**config.mk**
```make
export PLATFORM = sky130hd
export DESIGN_NAME = bfs_top
export DESIGN_NICKNAME = d
export VERILOG_FILES = /design/src/rtl/bfs_pkg.sv /design/src/rtl/bfs_fault_cell.sv /design/src/rtl/bfs_irq_gate.sv /design/src/rtl/bfs_top.sv
export SDC_FILE = /design/constraint.sdc
export NUM_CORES = 1
export LEC_CHECK = 0
export ABC_AREA = 1
export BUFFER_PORTS_ARGS = -buffer_cell sky130_fd_sc_hd__buf_4
export CAP_MARGIN = 10
export CORE_MARGIN = 3
export CORE_UTILIZATION = 47
export DETAILED_ROUTE_END_ITERATION = 10
export GPL_TIMING_DRIVEN = 1
export PLACE_DENSITY_LB_ADDON = 0.1
export SYNTH_ARGS = -nofsm -noshare
export SYNTH_HDL_FRONTEND = slang
export SYNTH_SLANG_ARGS = --single-unit
```
**constraint.sdc**
```tcl
create_clock -name CLK_SYS -period 1.8 [get_ports CLK_SYS]
set_clock_uncertainty 0.15 [all_clocks]
set_input_delay 0.18 -clock CLK_SYS [delete_from_list [all_inputs] [get_ports CLK_SYS]]
set_output_delay 0.18 -clock CLK_SYS [all_outputs]
set_load 0.005 [all_outputs]
```
**src/rtl/bfs_pkg.sv**
```systemverilog
// Shared constants and types of the boost fault status bank
package bfs_pkg;

  // ****************************************************
  // Widths and register map
  // ****************************************************
  localparam int unsigned  BUS_W      = 32;
  localparam int unsigned  DEC_W      = 8;
  localparam int unsigned  REG_W      = 16;
  localparam int unsigned  NUM_FAULTS = 8;

  localparam logic [7:0]   OFS_FAULT_FLAGS = 8'h10;
  localparam logic [7:0]   OFS_IRQ_STATUS  = 8'h14;
  localparam logic [7:0]   OFS_IRQ_MASK    = 8'h18;
  localparam logic [7:0]   OFS_FAULT_LIVE  = 8'h1C;

  // ****************************************************
  // Reset values
  // ****************************************************
  localparam logic [15:0]  FAULT_FLAGS_RST = 16'h0000;
  localparam logic [7:0]   IRQ_STATUS_RST  = 8'h00;
  localparam logic [7:0]   IRQ_MASK_RST    = 8'hFF;
  localparam logic [31:0]  RDATA_RST       = 32'h0000_0000;

  // ****************************************************
  // Field layout: fault i has its flag at 2i+1, ack at 2i
  // ****************************************************
  localparam int unsigned  FIELD_STRIDE = 2;
  localparam int unsigned  FLAG_SUB     = 1;
  localparam int unsigned  ACK_SUB      = 0;

  localparam int unsigned  FLT_BOOST_OVERVOLT_LOW  = 0;
  localparam int unsigned  FLT_BOOST_OVERVOLT_HIGH = 1;
  localparam int unsigned  FLT_BOOST_OVERCURRENT   = 2;
  localparam int unsigned  FLT_FREQ_RESISTOR       = 3;
  localparam int unsigned  FLT_SELECT_RESISTOR     = 4;
  localparam int unsigned  FLT_STRING_RESISTOR     = 5;
  localparam int unsigned  FLT_CURRENT_SHORT       = 6;
  localparam int unsigned  FLT_OVERTEMP            = 7;

  localparam int unsigned  POS_OVERTEMP_FLAG       = 15;
  localparam int unsigned  POS_OVERTEMP_ACK        = 14;
  localparam int unsigned  POS_CURRENT_SHORT_FLAG  = 13;
  localparam int unsigned  POS_STRING_MISSING_FLAG = 11;
  localparam int unsigned  POS_SELECT_MISSING_FLAG = 9;
  localparam int unsigned  POS_FREQ_MISSING_FLAG   = 7;
  localparam int unsigned  POS_OVERCURRENT_FLAG    = 5;
  localparam int unsigned  POS_OVERVOLT_HIGH_FLAG  = 3;
  localparam int unsigned  POS_OVERVOLT_LOW_FLAG   = 1;

  // ****************************************************
  // AHB-Lite encodings
  // ****************************************************
  localparam logic [2:0]   HSIZE_WORD = 3'b010;
  localparam logic         HRESP_OKAY = 1'b0;

  // ****************************************************
  // Types
  // ****************************************************
  typedef enum logic [1:0] {
    ST_IDLE,
    ST_WRITE,
    ST_READ
  } bfs_state_e;

  typedef struct packed {
    logic              wr;
    logic              rd;
    logic [DEC_W-1:0]  addr;
    logic [BUS_W-1:0]  wdata;
  } bfs_req_s;

endpackage

```
**src/rtl/bfs_fault_cell.sv**
```systemverilog
// One latched fault flag with its sticky interrupt event bit
`timescale 1ns/1ps
`default_nettype none

module bfs_fault_cell (
  input  wire logic  clk,
  input  wire logic  rst,
  input  wire logic  fault_in,
  input  wire logic  wr_fault,
  input  wire logic  wr_flag,
  input  wire logic  wr_ack,
  input  wire logic  evt_w1c,
  output var  logic  flag_r,
  output var  logic  evt_r
);

  logic  clear_hit;
  logic  set_evt;
  logic  flag_nxt;
  logic  evt_nxt;

  // Only flag and ack written together release the latch
  assign clear_hit = wr_fault & wr_flag & wr_ack;
  assign flag_nxt  = fault_in | (flag_r & ~clear_hit);
  assign set_evt   = fault_in & (~flag_r | clear_hit);
  // Fresh latch wins over any clear of the event bit
  assign evt_nxt   = set_evt | (evt_r & ~(evt_w1c | clear_hit));

  always_ff @(posedge clk) begin
    if (rst) begin
      flag_r <= 1'b0;
      evt_r  <= 1'b0;
    end else begin
      flag_r <= flag_nxt;
      evt_r  <= evt_nxt;
    end
  end

endmodule

`default_nettype wire

```
**src/rtl/bfs_irq_gate.sv**
```systemverilog
// Interrupt mask register and level interrupt output
`timescale 1ns/1ps
`default_nettype none

module bfs_irq_gate #(
  parameter int unsigned  N = 8
) (
  input  wire logic          clk,
  input  wire logic          rst,
  input  wire logic          wr_mask,
  input  wire logic [N-1:0]  wdata,
  input  wire logic [N-1:0]  evt,
  output var  logic [N-1:0]  mask_r,
  output var  logic          irq_r
);

  logic          irq_nxt;
  logic [N-1:0]  mask_nxt;

  assign mask_nxt = wr_mask ? wdata : mask_r;
  assign irq_nxt  = |(evt & mask_r);

  always_ff @(posedge clk) begin
    if (rst) begin
      mask_r <= bfs_pkg::IRQ_MASK_RST[N-1:0];
      irq_r  <= 1'b0;
    end else begin
      mask_r <= mask_nxt;
      irq_r  <= irq_nxt;
    end
  end

endmodule

`default_nettype wire

```
**src/rtl/bfs_top.sv**
```systemverilog
// Boost fault status register bank behind an AHB-Lite slave
//
// Behaviour
// - Fault register at offset 0x10, 16 bits, all zero after reset.
// - Bit 15 latches the over-temperature shutdown fault.
// - Bit 13 latches current-setting resistor shorted to ground.
// - Bit 11 latches missing LED string configuration resistor.
// - Bit 9 latches missing mode-select resistor.
// - Bit 7 latches missing boost frequency resistor.
// - Bit 5 latches boost over-current.
// - Bit 3 latches upper boost over-voltage threshold trip.
// - Bit 1 latches lower boost over-voltage threshold trip.
// - Each flag has its clear bit just below, at even positions 14..0.
// - Writing one to flag and clear together clears flag and interrupt, unless that fault input is still high: then both stay set.
`timescale 1ns/1ps
`default_nettype none

module bfs_top (
  input  wire logic         CLK_SYS,
  input  wire logic         SYS_RST,
  input  wire logic         HSEL,
  input  wire logic [31:0]  HADDR,
  input  wire logic [1:0]   HTRANS,
  input  wire logic         HWRITE,
  input  wire logic [2:0]   HSIZE,
  input  wire logic [31:0]  HWDATA,
  input  wire logic         HREADY,
  output var  logic [31:0]  HRDATA,
  output var  logic         HREADYOUT,
  output var  logic         HRESP,
  input  wire logic [7:0]   FAULT_IN,
  output var  logic [7:0]   FAULT_LATCHED,
  output var  logic         IRQ
);

  localparam int unsigned  NF = bfs_pkg::NUM_FAULTS;
  localparam int unsigned  DW = bfs_pkg::DEC_W;
  localparam int unsigned  RW = bfs_pkg::REG_W;
  localparam int unsigned  BW = bfs_pkg::BUS_W;

  // ****************************************************
  // Bus slave state
  // ****************************************************
  bfs_pkg::bfs_state_e  state_r;
  bfs_pkg::bfs_state_e  state_nxt;
  logic [DW-1:0]        addr_r;
  logic                 word_r;
  logic                 hreadyout_r;
  logic [BW-1:0]        hrdata_r;
  logic [BW-1:0]        hrdata_nxt;
  logic [DW-1:0]        addr_nxt;
  logic                 word_nxt;

  wire                  accept = HSEL & HTRANS[1] & HREADY;
  wire                  is_word = (HSIZE == bfs_pkg::HSIZE_WORD);

  always_comb begin
    case (state_r)
      bfs_pkg::ST_READ: begin
        state_nxt = bfs_pkg::ST_IDLE;
      end
      bfs_pkg::ST_IDLE,
      bfs_pkg::ST_WRITE: begin
        if (accept) begin
          state_nxt = HWRITE ? bfs_pkg::ST_WRITE : bfs_pkg::ST_READ;
        end else begin
          state_nxt = bfs_pkg::ST_IDLE;
        end
      end
      default: begin
        state_nxt = bfs_pkg::ST_IDLE;
      end
    endcase
  end

  assign addr_nxt = accept ? HADDR[DW-1:0] : addr_r;
  assign word_nxt = accept ? is_word : word_r;

  // ****************************************************
  // Request carried to the register file
  // ****************************************************
  bfs_pkg::bfs_req_s  req;

  assign req.wr    = (state_r == bfs_pkg::ST_WRITE) & word_r;
  assign req.rd    = (state_r == bfs_pkg::ST_READ);
  assign req.addr  = addr_r;
  assign req.wdata = HWDATA;

  wire  sel_fault = (req.addr == bfs_pkg::OFS_FAULT_FLAGS);
  wire  sel_stat  = (req.addr == bfs_pkg::OFS_IRQ_STATUS);
  wire  sel_mask  = (req.addr == bfs_pkg::OFS_IRQ_MASK);
  wire  sel_live  = (req.addr == bfs_pkg::OFS_FAULT_LIVE);

  wire  wr_fault  = req.wr & sel_fault;
  wire  wr_stat   = req.wr & sel_stat;
  wire  wr_mask   = req.wr & sel_mask;

  // ****************************************************
  // Fault latches, one per fault, flag over its ack bit
  // ****************************************************
  logic [NF-1:0]  flag;
  logic [NF-1:0]  evt;
  logic [NF-1:0]  mask;
  logic [RW-1:0]  fault_word;
  logic           irq_q;
  logic [7:0]     live_r;

  genvar gi;
  generate
    for (gi = 0; gi < NF; gi++) begin : g_fault
      localparam int unsigned  PF = gi * bfs_pkg::FIELD_STRIDE + bfs_pkg::FLAG_SUB;
      localparam int unsigned  PA = gi * bfs_pkg::FIELD_STRIDE + bfs_pkg::ACK_SUB;

      bfs_fault_cell u_cell (
        .clk      (CLK_SYS),
        .rst      (SYS_RST),
        .fault_in (FAULT_IN[gi]),
        .wr_fault (wr_fault),
        .wr_flag  (req.wdata[PF]),
        .wr_ack   (req.wdata[PA]),
        .evt_w1c  (wr_stat & req.wdata[gi]),
        .flag_r   (flag[gi]),
        .evt_r    (evt[gi])
      );

      // Ack bits are write-only and read back as zero
      assign fault_word[PF] = flag[gi];
      assign fault_word[PA] = 1'b0;
    end
  endgenerate

  bfs_irq_gate #(
    .N (NF)
  ) u_irq (
    .clk     (CLK_SYS),
    .rst     (SYS_RST),
    .wr_mask (wr_mask),
    .wdata   (req.wdata[NF-1:0]),
    .evt     (evt),
    .mask_r  (mask),
    .irq_r   (irq_q)
  );

  // ****************************************************
  // Read data selection
  // ****************************************************
  wire [BW-1:0]  rd_fault = {{(BW-RW){1'b0}}, fault_word};
  wire [BW-1:0]  rd_stat  = {{(BW-NF){1'b0}}, evt};
  wire [BW-1:0]  rd_mask  = {{(BW-NF){1'b0}}, mask};
  wire [BW-1:0]  rd_live  = {{(BW-8){1'b0}}, live_r};

  wire [BW-1:0]  rd_mux = sel_fault ? rd_fault :
                          sel_stat  ? rd_stat  :
                          sel_mask  ? rd_mask  :
                          sel_live  ? rd_live  : bfs_pkg::RDATA_RST;

  assign hrdata_nxt = (req.rd & word_r) ? rd_mux : bfs_pkg::RDATA_RST;

  // ****************************************************
  // Registers
  // ****************************************************
  always_ff @(posedge CLK_SYS) begin
    if (SYS_RST) begin
      state_r     <= bfs_pkg::ST_IDLE;
      addr_r      <= '0;
      word_r      <= 1'b0;
      hreadyout_r <= 1'b1;
      hrdata_r    <= bfs_pkg::RDATA_RST;
      live_r      <= '0;
    end else begin
      state_r     <= state_nxt;
      addr_r      <= addr_nxt;
      word_r      <= word_nxt;
      hreadyout_r <= (state_nxt != bfs_pkg::ST_READ);
      hrdata_r    <= hrdata_nxt;
      live_r      <= FAULT_IN;
    end
  end

  assign HRDATA        = hrdata_r;
  assign HREADYOUT     = hreadyout_r;
  assign HRESP         = bfs_pkg::HRESP_OKAY;
  assign FAULT_LATCHED = flag;
  assign IRQ           = irq_q;

endmodule

`default_nettype wire

```
==> reports/qor.yml <==
cts_max_level: 3
placed_area_um2: 3140
fin_cells: 539
critPathArrivalTime_ns: 1.70
cp-end-kind: "register"
coreArea_um2: 5570
grt_pass1_wl_um: 10500
min_from: "SYS_RST"
p_seq_share_pct: 50.2
vias_per_cell: 4.64
start_util_pct: 49.0
syn_area_um2: 2730
grt-ovfl-total: 0
grt_usage_pct: 20.8
clkPwrFrac_pct: 36.8
ant_nets: 0
place_congestion: 0.818
rrSetupSlack_ns: 0.22
syn_to_final_growth_pct: 29.8
cts_root_buf: "clkbuf_8"
startpoint_type: "register"
grt_max_degree: 26
drive_gt1_share_pct: 22.5
antenna_found_initial: 0
timing.rr.start: "addr_r[2]$_SDFFE_PP0N_"
final_cell_area_um2: 3540
drtPass1Iterations: 4
cp.required_ns: 1.93
hold_viol: 0
io_pins: 125
cts_max_path_buffers: 2
ys_seq_area_share_pct: 41.8
cts_setup_buffers: 0
die_area_um2: 6760
hold_path_class: "primary input to register"
fmax_mhz: 634
cts.sinks: 57
fillers: 512
crit_path_start: "addr_r[2]$_SDFFE_PP0N_"
finalSetupViolations: 0
slew_viol_final: 0
rows: 27
io_buffers: 62
p_sw_share_pct: 26.6
synth.avg_cell_area_um2: 7.28
rsz0062_at_grt: "no"
die_y_um: 82.2
outcome: "finished, final reports clean"
finalCriticalPeriod_ns: 1.58
yosys-top-cells-area: "dfxtp_1 42%, nand2_1 13%, nand3_1 10%, buf_4 8.3%, inv_1 5.8%"
final_nets: 544
clkTransAtPathRegs_ns: 0.06
p_comb_share_pct: 13.0
hpwl_um: 4350
yosysWarnings: 0
wl_per_cell_um: 11.8
max-vdd-ir-drop_mv: 0.407
synth-seq-cells: 57
grt_pass1_vias: 2232
drcViolationCount: 0
power.density_nw_per_um2: 766
crit_type: "register to register"
yosys.area.top_type_share_pct: 41.8
clk_latency_ns: 0.34
cts-resized-gates: 0
critPathMaxFanout: 9
cts_hold_buffers: 25
cts_tree: "done"
switching_power_uw: 723
tns_ns: 0
power.leakage_nw: 1.87
power.internal_mw: 1.99
regArea_um2: 1140
num_vias: 2502
wl_um: 6370
drv_cap: 0
fin_crit_sh_pct: 87.6
yosysTopAreaCell: "dfxtp_1"
dp.cells: 498
multi_input_area_um2: 1210
postSynthCellCount: 375
yosysUniqueCellTypes: 27
die_w_um: 82.2
cts_made_buffers: 9
num_antenna_cells: 0
drtIter0Drc: 160
final timing paths:
path                            to  cells past startpoint
max           HRDATA[5]$_SDFF_PP0_                      7
max reg2reg   HRDATA[5]$_SDFF_PP0_                      7
min reg2reg  HRDATA[11]$_SDFF_PP0_                      2
min            word_r$_SDFFE_PP0N_                      2
Yosys cell counts (all sizes together):
library cell and instances:
nand2 103, nand3 58, dfxtp 57, inv 44, nor2 41, buf 36
nand4 10, a21oi 9, o21ai 8, clkbuf 3, clkinv 1, conb 1
nor3 1, nor4 1, nor4b 1, o21a 1
placed cells by master (no fill, tap or decap), drive strengths merged:
cell type    instances
nand3               58
conb                21
a21oi                9
dlygate4sd3         25
nand4               10
buf                 70
nor4b                1
nand2              103
nor2                41
o21a                 1
inv                 44
clkbuf              12
dfxtp               57
nor3                 1
nor4                 1
clkinv               5
o21ai                8
state kept, by name (all words and copies together) (netlist names):
signal and count:
HRDATA 12, HREADYOUT 1, addr_r 8, g_fault.u_cell.evt_r 8, g_fault.u_cell.flag_r 8, live_r 8
state_r 2, u_irq.irq_r 1, u_irq.mask_r 8, word_r 1
logic make-up (layout without fill, tap and decap cells):
group,Yosys count,in the layout,share of synthesized area (%)
simple gates,215,215,38.0
buf+inv,84,156,16.6
flops,57,57,41.8
compound gates,18,18,3.39
other cells,1,21,0.137
power by group through the flow:
stage                     combinational [mW]  clock, mW  sequential [mW]
after CTS                              0.352       1.01             1.36
after floorplan                        0.227          0             1.38
after detailed placement               0.308          0             1.39
after global placement                 0.306          0             1.39
after global routing                   0.398       1.07             1.37
final                                  0.353      0.998             1.36
routing by layer:
metal | track usage (%) | wire length, um | vias to the layer above | part of all wire, %
met4 | 8.97 | 120 | 0 | 1.9
met3 | 4.66 | 375 | 12 | 5.9
li1 | - | - | 1307 | -
met5 | 0 | 0 | - | 0
met2 | 31.9 | 2980 | 73 | 47
met1 | 28.0 | 2890 | 1110 | 45
area by class of cell:
cell class / instances / area share [%]
clock buffers: 12 / 3.82
well taps: 72 / 2.54
clock inverters: 4 / 0.565
multi-input cells: 254 / 34.1
inverters: 45 / 4.81
repair buffers: 95 / 21.9
flip-flops and latches: 57 / 32.2
stage by stage:
stage          setup slack [ns]  hold slack (ns)  util [%]  power [mW]
2_1_floorplan             0.495            0.119         -        1.61
3_3_place_gp              0.236            0.223      56.3        1.69
3_5_place_dp              0.237            0.221      56.3        1.70
4_1_cts                   0.207           0.0105      63.5        2.72
5_1_grt                  0.0743           0.0211      63.5        2.84
6_report                  0.223           0.0124      63.5        2.71
critical path, cell delays in order (launching register included):
cell,delay [ns]
dfxtp_1,0.34
nor2_1,0.11
nand2_1,0.11
nor2_4,0.32
nand2_4,0.14
inv_1,0.21
nand2_1,0.07
nand2_1,0.08
No activity file was read; power rests on OpenSTA's default activity.
